<file path="src/wwdtc_pkg.sv">
// constants and types shared by the windowed watchdog control block
package wwdtc_pkg;

  // apb geometry
  localparam int unsigned ADDR_W = 8;
  localparam int unsigned DATA_W = 32;

  // register byte offsets
  localparam logic [7:0] OFF_CONTROL_0 = 8'h00;
  localparam logic [7:0] OFF_CONTROL_1 = 8'h04;
  localparam logic [7:0] OFF_COUNT_LOW = 8'h08;
  localparam logic [7:0] OFF_COUNT_HIGH = 8'h0c;
  localparam logic [7:0] OFF_TIMER_STATUS = 8'h10;
  localparam logic [7:0] OFF_CAUSE = 8'h14;

  // control_0 field positions
  localparam int unsigned C0_SEN_BIT = 0;
  localparam int unsigned C0_PS_LSB = 1;
  // control_1 field positions
  localparam int unsigned C1_WIN_LSB = 0;
  localparam int unsigned C1_CS_LSB = 4;
  // timer status field positions
  localparam int unsigned TS_ARMED_BIT = 2;
  localparam int unsigned TS_WIN_LSB = 3;
  // cause field positions
  localparam int unsigned CA_TMO_BIT = 0;
  localparam int unsigned CA_WV_BIT = 1;

  // field widths and codes
  localparam logic [4:0] PS_ALL_ONES = 5'h1f;
  localparam logic [4:0] PS_RESET_DEFAULT = 5'h0b;
  localparam logic [4:0] PS_MAX_VALID = 5'h12;
  localparam logic [4:0] PS_MIN = 5'h00;
  localparam logic [2:0] CS_ALL_ONES = 3'h7;
  localparam logic [2:0] CS_RESET_DEFAULT = 3'h0;
  localparam logic [2:0] CS_LF_OSC = 3'h0;
  localparam logic [2:0] CS_MF_OSC = 3'h1;
  localparam logic [2:0] CS_SEC_OSC = 3'h2;
  localparam logic [2:0] WIN_ALL_ONES = 3'h7;
  localparam logic [1:0] MODE_ALWAYS_ON = 2'h3;
  localparam logic [1:0] MODE_OFF_IN_SLEEP = 2'h2;
  localparam logic [1:0] MODE_SOFTWARE = 2'h1;
  localparam logic [1:0] MODE_OFF = 2'h0;

  // counter geometry: 18-bit prescaler below a 5-bit window timer
  localparam int unsigned CNT_W = 23;
  localparam int unsigned PRESCALE_W = 18;
  localparam logic [CNT_W-1:0] CNT_ALL_ONES = 23'h7fffff;

  // secondary oscillator start-up, in its own clocks
  localparam logic [10:0] SOSC_START_CLOCKS = 11'h400;
  // cycles after reset release before synchronised straps are loaded
  localparam logic [1:0] INIT_CYCLES = 2'h2;

  // reset values
  localparam logic [DATA_W-1:0] RDATA_RESET = 32'h0000_0000;
  localparam logic [CNT_W-1:0] CNT_RESET = 23'h000000;

  // block state: gray coded along init -> run -> start-up wait
  typedef enum logic [1:0] {
    WWDTC_INIT = 2'b00,
    WWDTC_RUN = 2'b01,
    WWDTC_OSC_WAIT = 2'b11
  } wwdtc_state_t;

endpackage

</file>
<file path="src/wwdtc_tick.sv">
// synchroniser and rising-edge detector for one slow oscillator input
`timescale 1ns/100ps
module wwdtc_tick (
  // clock and reset
  input wire logic pclk,
  input wire logic presetn,
  // slow oscillator sampled as data
  input wire logic osc,
  // one-cycle pulse per oscillator rising edge
  output logic tick
);

  logic sync1_r, sync2_r, last_r, tick_r;
  logic sync1_nxt, sync2_nxt, last_nxt, tick_nxt;

  // next values: first flop feeds only the second
  always_comb begin
    sync1_nxt = osc;
    sync2_nxt = sync1_r;
    last_nxt = sync2_r;
    tick_nxt = sync2_r & ~last_r;
  end

  // registers
  always_ff @(posedge pclk or negedge presetn) begin
    if (!presetn) begin
      sync1_r <= 1'b0;
      sync2_r <= 1'b0;
      last_r <= 1'b0;
      tick_r <= 1'b0;
    end else begin
      sync1_r <= sync1_nxt;
      sync2_r <= sync2_nxt;
      last_r <= last_nxt;
      tick_r <= tick_nxt;
    end
  end

  assign tick = tick_r;

endmodule

</file>
<file path="src/wwdtc_top.sv">
// windowed watchdog control: apb registers, prescaled counter, window and time-out logic
//
// How it works
// period code picks ratio 1:32 doubling to 1:8388608
// codes 10011..11111 act as 1:32
// reset loads 01011 if config ones, else config
// period writable only when config all ones
// enable bit matters only in software mode
// clock select picks low, mid or secondary oscillator
// clock select resets to 000 when config 111
// clock select read-only unless config is 111
// window code sets closed fraction in eighths
// window field resets from window config
// window read-only unless config is 111
// live 18-bit prescaler readable, resets zero
// software reads prescaler bytes only for debug
// secondary oscillator restarts, waits 1024 clocks
// unimplemented control bits read zero
// time-out is ratio times selected clock period
// mode config picks on, sleep-off, software, off
// clear needs prior control_0 read when windowed
// window open from five timer msbs vs boundary
// control register writes clear the counter
// time-out while awake gives one reset pulse
`timescale 1ns/100ps
module wwdtc_top
  import wwdtc_pkg::*;
(
  // clock and reset
  input wire logic pclk,
  input wire logic presetn,
  // apb slave
  input wire logic psel,
  input wire logic penable,
  input wire logic pwrite,
  input wire logic [wwdtc_pkg::ADDR_W-1:0] paddr,
  input wire logic [wwdtc_pkg::DATA_W-1:0] pwdata,
  output logic [wwdtc_pkg::DATA_W-1:0] prdata,
  output logic pready,
  output logic pslverr,
  // configuration straps
  input wire logic [1:0] mode_config_field,
  input wire logic [4:0] period_config_field,
  input wire logic [2:0] clock_config_field,
  input wire logic [2:0] window_config_field,
  // core side
  input wire logic sleep,
  input wire logic clear_watchdog,
  // watchdog time bases
  input wire logic low_freq_internal_osc,
  input wire logic mid_freq_internal_osc,
  input wire logic secondary_osc,
  // results
  output logic reset_req,
  output logic wake_req,
  output logic wdt_active
);
  import wwdtc_pkg::*;

  // limit the period code to the valid range
  function automatic logic [4:0] ps_limit(input logic [4:0] p);
    ps_limit = (p > PS_MAX_VALID) ? PS_MIN : p;
  endfunction

  // last count of the period: ratio 2^(5+p) minus one
  function automatic logic [CNT_W-1:0] period_last(input logic [4:0] p);
    period_last = CNT_ALL_ONES >> (PS_MAX_VALID - p);
  endfunction

  // five most significant timer bits of the current period
  function automatic logic [4:0] timer_msbs(input logic [CNT_W-1:0] c, input logic [4:0] p);
    logic [CNT_W-1:0] s;
    s = c >> p;
    timer_msbs = s[4:0];
  endfunction

  // oscillator ticks
  logic tick_lf, tick_mf, tick_sec;

  wwdtc_tick u_tick_lf (.pclk(pclk), .presetn(presetn), .osc(low_freq_internal_osc), .tick(tick_lf));
  wwdtc_tick u_tick_mf (.pclk(pclk), .presetn(presetn), .osc(mid_freq_internal_osc), .tick(tick_mf));
  wwdtc_tick u_tick_sec (.pclk(pclk), .presetn(presetn), .osc(secondary_osc), .tick(tick_sec));

  // state
  wwdtc_state_t state_r, state_nxt;
  logic [12:0] cfg_s1_r, cfg_s1_nxt, cfg_s2_r, cfg_s2_nxt;
  logic [1:0] init_cnt_r, init_cnt_nxt;
  logic [4:0] ps_r, ps_nxt;
  logic sen_r, sen_nxt;
  logic [2:0] cs_r, cs_nxt;
  logic [2:0] win_r, win_nxt;
  logic [CNT_W-1:0] cnt_r, cnt_nxt;
  logic armed_r, armed_nxt;
  logic tmo_flag_r, tmo_flag_nxt;
  logic wv_flag_r, wv_flag_nxt;
  logic [10:0] osc_cnt_r, osc_cnt_nxt;
  logic sleep_d_r, sleep_d_nxt;
  logic [DATA_W-1:0] prdata_r, prdata_nxt;
  logic pready_r, pready_nxt;
  logic pslverr_r, pslverr_nxt;
  logic reset_req_r, reset_req_nxt;
  logic wake_req_r, wake_req_nxt;
  logic active_r, active_nxt;

  // decoded helpers
  logic [1:0] cfg_mode;
  logic [4:0] cfg_period;
  logic [2:0] cfg_clock, cfg_window;
  logic [4:0] ps_eff, win_msbs, win_bound;
  logic setup, access, wr_c0, wr_c1, wr_cause, rd_c0;
  logic win_open, windowed, tick_sel, active, last_hit;

  // strap fields from the second synchroniser stage
  always_comb begin
    cfg_mode = cfg_s2_r[12:11];
    cfg_period = cfg_s2_r[10:6];
    cfg_clock = cfg_s2_r[5:3];
    cfg_window = cfg_s2_r[2:0];
  end

  // bus phase and register strobes
  always_comb begin
    setup = psel & ~penable;
    access = psel & penable & pready_r;
    wr_c0 = access & pwrite & (paddr == OFF_CONTROL_0);
    wr_c1 = access & pwrite & (paddr == OFF_CONTROL_1);
    wr_cause = access & pwrite & (paddr == OFF_CAUSE);
    rd_c0 = access & ~pwrite & (paddr == OFF_CONTROL_0);
  end

  // period, window and time base decode
  always_comb begin
    ps_eff = ps_limit(ps_r);
    win_msbs = timer_msbs(cnt_r, ps_eff);
    win_bound = {3'h7 - win_r, 2'b00};
    win_open = (win_msbs >= win_bound);
    windowed = (win_r != WIN_ALL_ONES);
    last_hit = (cnt_r == period_last(ps_eff));
    tick_sel = (cs_r == CS_LF_OSC) ? tick_lf : (cs_r == CS_MF_OSC) ? tick_mf :
      (cs_r == CS_SEC_OSC) ? tick_sec : 1'b0;

    case (cfg_mode)
      MODE_ALWAYS_ON: active = 1'b1;
      MODE_OFF_IN_SLEEP: active = ~sleep;
      MODE_SOFTWARE: active = sen_r;
      default: active = 1'b0;
    endcase
  end

  // apb read data and answer, registered in the setup phase
  always_comb begin
    prdata_nxt = RDATA_RESET;
    pslverr_nxt = 1'b0;
    pready_nxt = setup;
    if (setup) begin
      if (paddr == OFF_CONTROL_0) begin
        prdata_nxt[C0_SEN_BIT] = sen_r;
        prdata_nxt[C0_PS_LSB +: 5] = ps_r;
      end else if (paddr == OFF_CONTROL_1) begin
        prdata_nxt[C1_WIN_LSB +: 3] = win_r;
        prdata_nxt[C1_CS_LSB +: 3] = cs_r;
      end else if (paddr == OFF_COUNT_LOW) begin
        prdata_nxt[7:0] = cnt_r[7:0];
      end else if (paddr == OFF_COUNT_HIGH) begin
        prdata_nxt[7:0] = cnt_r[15:8];
      end else if (paddr == OFF_TIMER_STATUS) begin
        prdata_nxt[1:0] = cnt_r[PRESCALE_W-1:16];
        prdata_nxt[TS_ARMED_BIT] = armed_r;
        prdata_nxt[TS_WIN_LSB +: 5] = win_msbs;
      end else if (paddr == OFF_CAUSE) begin
        prdata_nxt[CA_TMO_BIT] = tmo_flag_r;
        prdata_nxt[CA_WV_BIT] = wv_flag_r;
      end else begin
        pslverr_nxt = 1'b1;
      end
    end
  end

  // control, counter and event next state
  always_comb begin
    state_nxt = state_r;
    cfg_s1_nxt = {mode_config_field, period_config_field, clock_config_field, window_config_field};
    cfg_s2_nxt = cfg_s1_r;
    init_cnt_nxt = init_cnt_r;
    ps_nxt = ps_r;
    sen_nxt = sen_r;
    cs_nxt = cs_r;
    win_nxt = win_r;
    cnt_nxt = cnt_r;
    armed_nxt = armed_r;
    tmo_flag_nxt = tmo_flag_r;
    wv_flag_nxt = wv_flag_r;
    osc_cnt_nxt = osc_cnt_r;
    sleep_d_nxt = sleep;
    reset_req_nxt = 1'b0;
    wake_req_nxt = 1'b0;
    active_nxt = 1'b0;
    // software writes, only to unlocked fields
    if (wr_c0) begin
      sen_nxt = pwdata[C0_SEN_BIT];
      if (cfg_period == PS_ALL_ONES) begin
        ps_nxt = pwdata[C0_PS_LSB +: 5];
      end
    end
    if (wr_c1) begin
      if (cfg_clock == CS_ALL_ONES) begin
        cs_nxt = pwdata[C1_CS_LSB +: 3];
      end
      if (cfg_window == WIN_ALL_ONES) begin
        win_nxt = pwdata[C1_WIN_LSB +: 3];
      end
    end
    // reading control_0 arms the clear
    if (rd_c0) begin
      armed_nxt = 1'b1;
    end
    // cause flags are write-one-to-clear; later sets win
    if (wr_cause) begin
      if (pwdata[CA_TMO_BIT]) begin
        tmo_flag_nxt = 1'b0;
      end
      if (pwdata[CA_WV_BIT]) begin
        wv_flag_nxt = 1'b0;
      end
    end
    case (state_r)
      WWDTC_INIT: begin
        init_cnt_nxt = init_cnt_r + 2'h1;
        if (init_cnt_r == INIT_CYCLES) begin
          ps_nxt = (cfg_period == PS_ALL_ONES) ? PS_RESET_DEFAULT : cfg_period;
          cs_nxt = (cfg_clock == CS_ALL_ONES) ? CS_RESET_DEFAULT : cfg_clock;
          win_nxt = cfg_window;
          state_nxt = WWDTC_RUN;
        end
      end
      WWDTC_RUN: begin
        active_nxt = active;
        if (!active || (sleep != sleep_d_r) || wr_c0 || wr_c1) begin
          cnt_nxt = CNT_RESET;
        end else if (clear_watchdog && windowed && (!armed_r || !win_open)) begin
          reset_req_nxt = 1'b1;
          wv_flag_nxt = 1'b1;
          cnt_nxt = CNT_RESET;
          armed_nxt = 1'b0;
        end else if (clear_watchdog) begin
          cnt_nxt = CNT_RESET;
          armed_nxt = 1'b0;
        end else if (tick_sel && last_hit) begin
          cnt_nxt = CNT_RESET;
          armed_nxt = 1'b0;
          if (sleep) begin
            wake_req_nxt = 1'b1;
          end else begin
            reset_req_nxt = 1'b1;
            tmo_flag_nxt = 1'b1;
            if (cs_r == CS_SEC_OSC) begin
              osc_cnt_nxt = 11'h000;
              state_nxt = WWDTC_OSC_WAIT;
            end
          end
        end else if (tick_sel) begin
          cnt_nxt = cnt_r + 23'h000001;
        end
      end
      WWDTC_OSC_WAIT: begin
        // counter held clear while the secondary oscillator restarts
        cnt_nxt = CNT_RESET;
        if (tick_sec) begin
          osc_cnt_nxt = osc_cnt_r + 11'h001;
        end
        if (osc_cnt_r == SOSC_START_CLOCKS) begin
          state_nxt = WWDTC_RUN;
        end
      end
      default: begin
        state_nxt = WWDTC_INIT;
      end
    endcase
  end

  // registers
  always_ff @(posedge pclk or negedge presetn) begin
    if (!presetn) begin
      state_r <= WWDTC_INIT;
      cfg_s1_r <= 13'h0000;
      cfg_s2_r <= 13'h0000;
      init_cnt_r <= 2'h0;
      ps_r <= PS_RESET_DEFAULT;
      sen_r <= 1'b0;
      cs_r <= CS_RESET_DEFAULT;
      win_r <= WIN_ALL_ONES;
      cnt_r <= CNT_RESET;
      armed_r <= 1'b0;
      tmo_flag_r <= 1'b0;
      wv_flag_r <= 1'b0;
      osc_cnt_r <= 11'h000;
      sleep_d_r <= 1'b0;
      prdata_r <= RDATA_RESET;
      pready_r <= 1'b0;
      pslverr_r <= 1'b0;
      reset_req_r <= 1'b0;
      wake_req_r <= 1'b0;
      active_r <= 1'b0;
    end else begin
      state_r <= state_nxt;
      cfg_s1_r <= cfg_s1_nxt;
      cfg_s2_r <= cfg_s2_nxt;
      init_cnt_r <= init_cnt_nxt;
      ps_r <= ps_nxt;
      sen_r <= sen_nxt;
      cs_r <= cs_nxt;
      win_r <= win_nxt;
      cnt_r <= cnt_nxt;
      armed_r <= armed_nxt;
      tmo_flag_r <= tmo_flag_nxt;
      wv_flag_r <= wv_flag_nxt;
      osc_cnt_r <= osc_cnt_nxt;
      sleep_d_r <= sleep_d_nxt;
      prdata_r <= prdata_nxt;
      pready_r <= pready_nxt;
      pslverr_r <= pslverr_nxt;
      reset_req_r <= reset_req_nxt;
      wake_req_r <= wake_req_nxt;
      active_r <= active_nxt;
    end
  end

  // outputs straight from flops
  assign prdata = prdata_r;
  assign pready = pready_r;
  assign pslverr = pslverr_r;
  assign reset_req = reset_req_r;
  assign wake_req = wake_req_r;
  assign wdt_active = active_r;

endmodule

</file>
<file path="config.mk">
export PLATFORM = sky130hd
export DESIGN_NAME = wwdtc_top
export DESIGN_NICKNAME = d
export VERILOG_FILES = /design/src/wwdtc_pkg.sv /design/src/wwdtc_tick.sv /design/src/wwdtc_top.sv
export SDC_FILE = /design/constraint.sdc
export NUM_CORES = 1
export LEC_CHECK = 0
export BUFFER_PORTS_ARGS = -buffer_cell sky130_fd_sc_hd__buf_2
export CORE_AREA = 2 2 145 118
export CTS_CLUSTER_DIAMETER = 60
export DETAILED_ROUTE_END_ITERATION = 8
export DIE_AREA = 0 0 147 120
export GPL_ROUTABILITY_DRIVEN = 0
export PLACE_DENSITY_LB_ADDON = 0.12
export SYNTH_ARGS = -nofsm -noshare
export SYNTH_HDL_FRONTEND = slang
export SYNTH_SLANG_ARGS = --single-unit
</file>
<file path="constraint.sdc">
create_clock -name pclk -period 11.55 [get_ports pclk]
set_input_delay 0 -clock pclk [delete_from_list [all_inputs] [get_ports pclk]]
set_output_delay 0 -clock pclk [all_outputs]
set_load 0.05 [all_outputs]
</file>
==> impl_metrics.json <==
{
  "dieArea_mm2": 0.0176,
  "drt_pass1_iterations": 5,
  "report.final.slew_viol_count": 0,
  "hold_path_class": "in -> reg",
  "finalNonFillerCells": 1017,
  "post_cts_resized": 0,
  "tritoncts_clock_tree": "built",
  "setup_viol": 0,
  "synth_top_cell_by_area": "dfrtp_1",
  "floorplan.core_area_mm2": 0.0163,
  "crit_fanout": 30,
  "grt_pass1_vias": 5533,
  "outcome": "finished clean",
  "detail_route.drc_violations": 0,
  "grt_start_max_net_pins": 72,
  "htree_levels": 3,
  "antenna_found_initial": 0,
  "setup_tns_ps": 0,
  "die_height_um": 120,
  "port-buffer-count": 50,
  "synth-warning-count": 0,
  "drv_cap": 0,
  "synthesized_area_fraction_occupied_by_adder_cells_pct": 1.83,
  "avgSynthCellArea_um2": 8.97,
  "post_cts_setup_repair_bufs": 0,
  "yosys_register_bits": 105,
  "tightestPinTransition_ps": 1130,
  "slew_headroom_pct": 24.1,
  "sequential_element_share_of_the_synthesized_area_pct": 38.5,
  "async_reset_ff_share_pct": 100,
  "grt_first_pass_wirelength_um": 30200,
  "initial_standard_cell_utilization_of_the_core_pct": 42.0,
  "syn_area_mm2": 0.00685,
  "multiInputGateArea_mm2": 0.00373,
  "detailroute.via_count": 5904,
  "synth.distinct_cells": 74,
  "place_hpwl_um": 13200,
  "timing_hold_violations_final": 0,
  "synth_compound_area_share_pct": 19.4,
  "drtIter0Drc": 437,
  "synth_enable_flop_cells": 0,
  "synth_top_family_by_area": "simple AND/OR/NAND/NOR gates",
  "mostFrequentLayoutCells": "dfrtp_1, nand2_1, buf_2, nor2_1, mux2i_1",
  "power_switching_mw": 0.253,
  "sequentialPowerShare_pct": 46.6,
  "n_antenna_cell": 0,
  "cts.path.max_buffers": 2,
  "finalWorstPathRequiredPeriod_ps": 6140,
  "clock_tree.root_cell": "clkbuf_16",
  "sw_share_pct": 30.4,
  "synth_xor_xnor_area_share_pct": 1.66,
  "max_freq_mhz": 163,
  "final_common_cell": "dfrtp_1",
  "simple_gate_area_share_of_the_yosys_netlist_pct": 19.6,
  "layout_worst_path_cycle_share_pct": 53.2,
  "setup_repair_after_global_routing_missed_its_margin": "false",
  "drt-wirelength-per-cell_um": 18.5,
  "final_layout_size_suffix_gt1_share_pct": 13.9,
  "grt.total_usage_pct": 21.8,
  "syn-instance-count": 763,
  "ir_drop_v": 0.000104,
  "post-place-cells": 972,
  "post-layout-total-power_mw": 0.833,
  "synthToLayoutAreaGrowth_pct": 11.9,
  "cp_endpoint_kind": "register",
  "globalRouteOverflowTotal": 0,
  "power_frac_comb_pct": 14.8,
  "critical_path.startpoint_type": "register",
  "drt-total-wl_um": 18800,
  "row_count": 42,
  "cp_data_arrival_time_ps": 6360,
  "worstSetupPathType": "reg -> reg",
  "total_leakage_power_nw": 3.23,
  "fill_cells": 1530,
  "seq_area_mm2": 0.00264,
  "synth_largest_type_area_fraction_pct": 36.2,
  "final_antenna_net_count": 0,
  "io-pin-count": 100,
  "finClkSkew_ps": 9.17,
  "ys_top_cells_by_area": "dfrtp_1, mux2i_1, mux4_2",
  "die_x_um": 147,
  "clkSinkCount": 105,
  "vias_per_cell": 5.81,
  "power_density_over_cell_area_mw_per_mm2": 109,
  "clkLatencyLatePin_ps": 360,
  "muxShareOfSynthArea_pct": 10.6,
  "clkPwrFrac_pct": 38.6,
  "cellInternalPower_mw": 0.580,
  "clk_pin_slew_worst_paths_ps": 80,
  "critPathRequiredTime_ps": 11770,
  "postCtsHoldBufs": 29,
  "synth_flop_cell": "dfrtp_1",
  "fin_nets": 865,
  "cts_buffers": 9
}
[area by class of cell]
cell class,instances,area share (%)
Tap cell,220,3.59
Clock inverter,7,1.26
Multi-Input combinational cell,561,48.7
Timing Repair Buffer,84,7.58
Inverter,31,1.52
Clock buffer,9,2.94
Sequential cell,105,34.4
[final timing paths]
kind,from,end,slack [ps],cells past startpoint
max,ps_r[2]$_DFF_PN0_,osc_cnt_r[1]$_DFFE_PN0P_,5410,13
min,paddr[5],prdata[6]$_DFF_PN0_,20,4
max reg2reg,ps_r[2]$_DFF_PN0_,osc_cnt_r[1]$_DFFE_PN0P_,5410,13
min reg2reg,cfg_s1_r[10]$_DFF_PN0_,cfg_s2_r[10]$_DFF_PN0_,350,0
max in group asynchronous,presetn,cfg_s2_r[9]$_DFF_PN0_,10190,3
min in group asynchronous,presetn,osc_cnt_r[3]$_DFFE_PN0P_,130,2
[cell families (layout without fill, tap and decap cells)]
| group | after synthesis | in the layout |
|---|---|---|
| AND/OR/NAND/NOR | 260 | 260 |
| AO/OA/AOI/OAI | 196 | 196 |
| buffers and inverters | 120 | 131 |
| flip-flops | 105 | 105 |
| multiplexers | 58 | 58 |
| XOR/XNOR | 13 | 13 |
| adder cells (fa/ha/maj) | 10 | 10 |
| other | 1 | 24 |
[metrics by stage]
stage | util, % | instance area (um^2) | worst slack (ps) | hold WS, ps
2_1_floorplan | - | 6930 | 7050 | -296
3_3_place_gp | 43.3 | 7050 | 5610 | -7.05
3_5_place_dp | 43.3 | 7050 | 5460 | -3.19
4_1_cts | 47.0 | 7660 | 5470 | 10.0
5_1_grt | 47.0 | 7660 | 4850 | 11.8
6_report | 47.0 | 7660 | 5410 | 18.6
[flip-flops by register name (all words and copies together), names as in the netlist, 2 cells and up]
signal      cells
prdata          8
cs_r            3
state_r         2
win_r           3
cfg_s2_r       13
ps_r            5
osc_cnt_r      11
cnt_r          23
cfg_s1_r       13
init_cnt_r      2
[per-layer routing]
| layer | wire length [um] | vias up | track usage (%) |
|---|---|---|---|
| met1 | 8840 | 2873 | 31.8 |
| met4 | 303 | 0 | 5.29 |
| met3 | 1440 | 32 | 5.93 |
| li1 | - | 2797 | - |
| met2 | 8240 | 202 | 32.2 |
| met5 | 0 | - | 0 |
[synth_stat cells (all sizes together) (4+ instances only)]
master and n:
nand3b 5, a31o 5, a22oi 4, o22ai 12, a31oi 12, nor3 14
o31ai 9, a21o 7, dfstp 6, nor2b 11, a21oi 40, buf 36
and2 10, ha 10, mux2i 43, a221oi 5, nand4 23, o21a 7
nor4 8, o32ai 6, o41ai 4, a41oi 4, nand4b 4, nand2b 11
dfrtp 99, and3 11, nor2 46, o21ai 44, mux2 4, xor2 6
inv 30, xnor2 7, or2 9, mux4 11, nand2 64, or3 6
clkbuf 53, a211oi 5, nand3 29
[power groups by stage]
stage	Sequential, mW	Clock, mW	Combinational [mW]
2_1_floorplan	0.394	0	0.0897
3_3_place_gp	0.395	0	0.113
3_5_place_dp	0.396	0	0.115
4_1_cts	0.388	0.330	0.123
5_1_grt	0.390	0.345	0.135
6_report	0.388	0.322	0.123
[worst max-delay path, stage by stage, from the launching register on]
cell and delay (ps):
dfrtp_1 780, o31ai_1 180, nand2_1 450, clkinv_1 670, ha_1 610, or3_1 450, nor2_1 220, nor2_1 230
or4_1 550, a22oi_1 280, nand4_1 120, or3_4 560, o41ai_4 710, o21ai_0 160
Power figures use the tool's default switching activity.
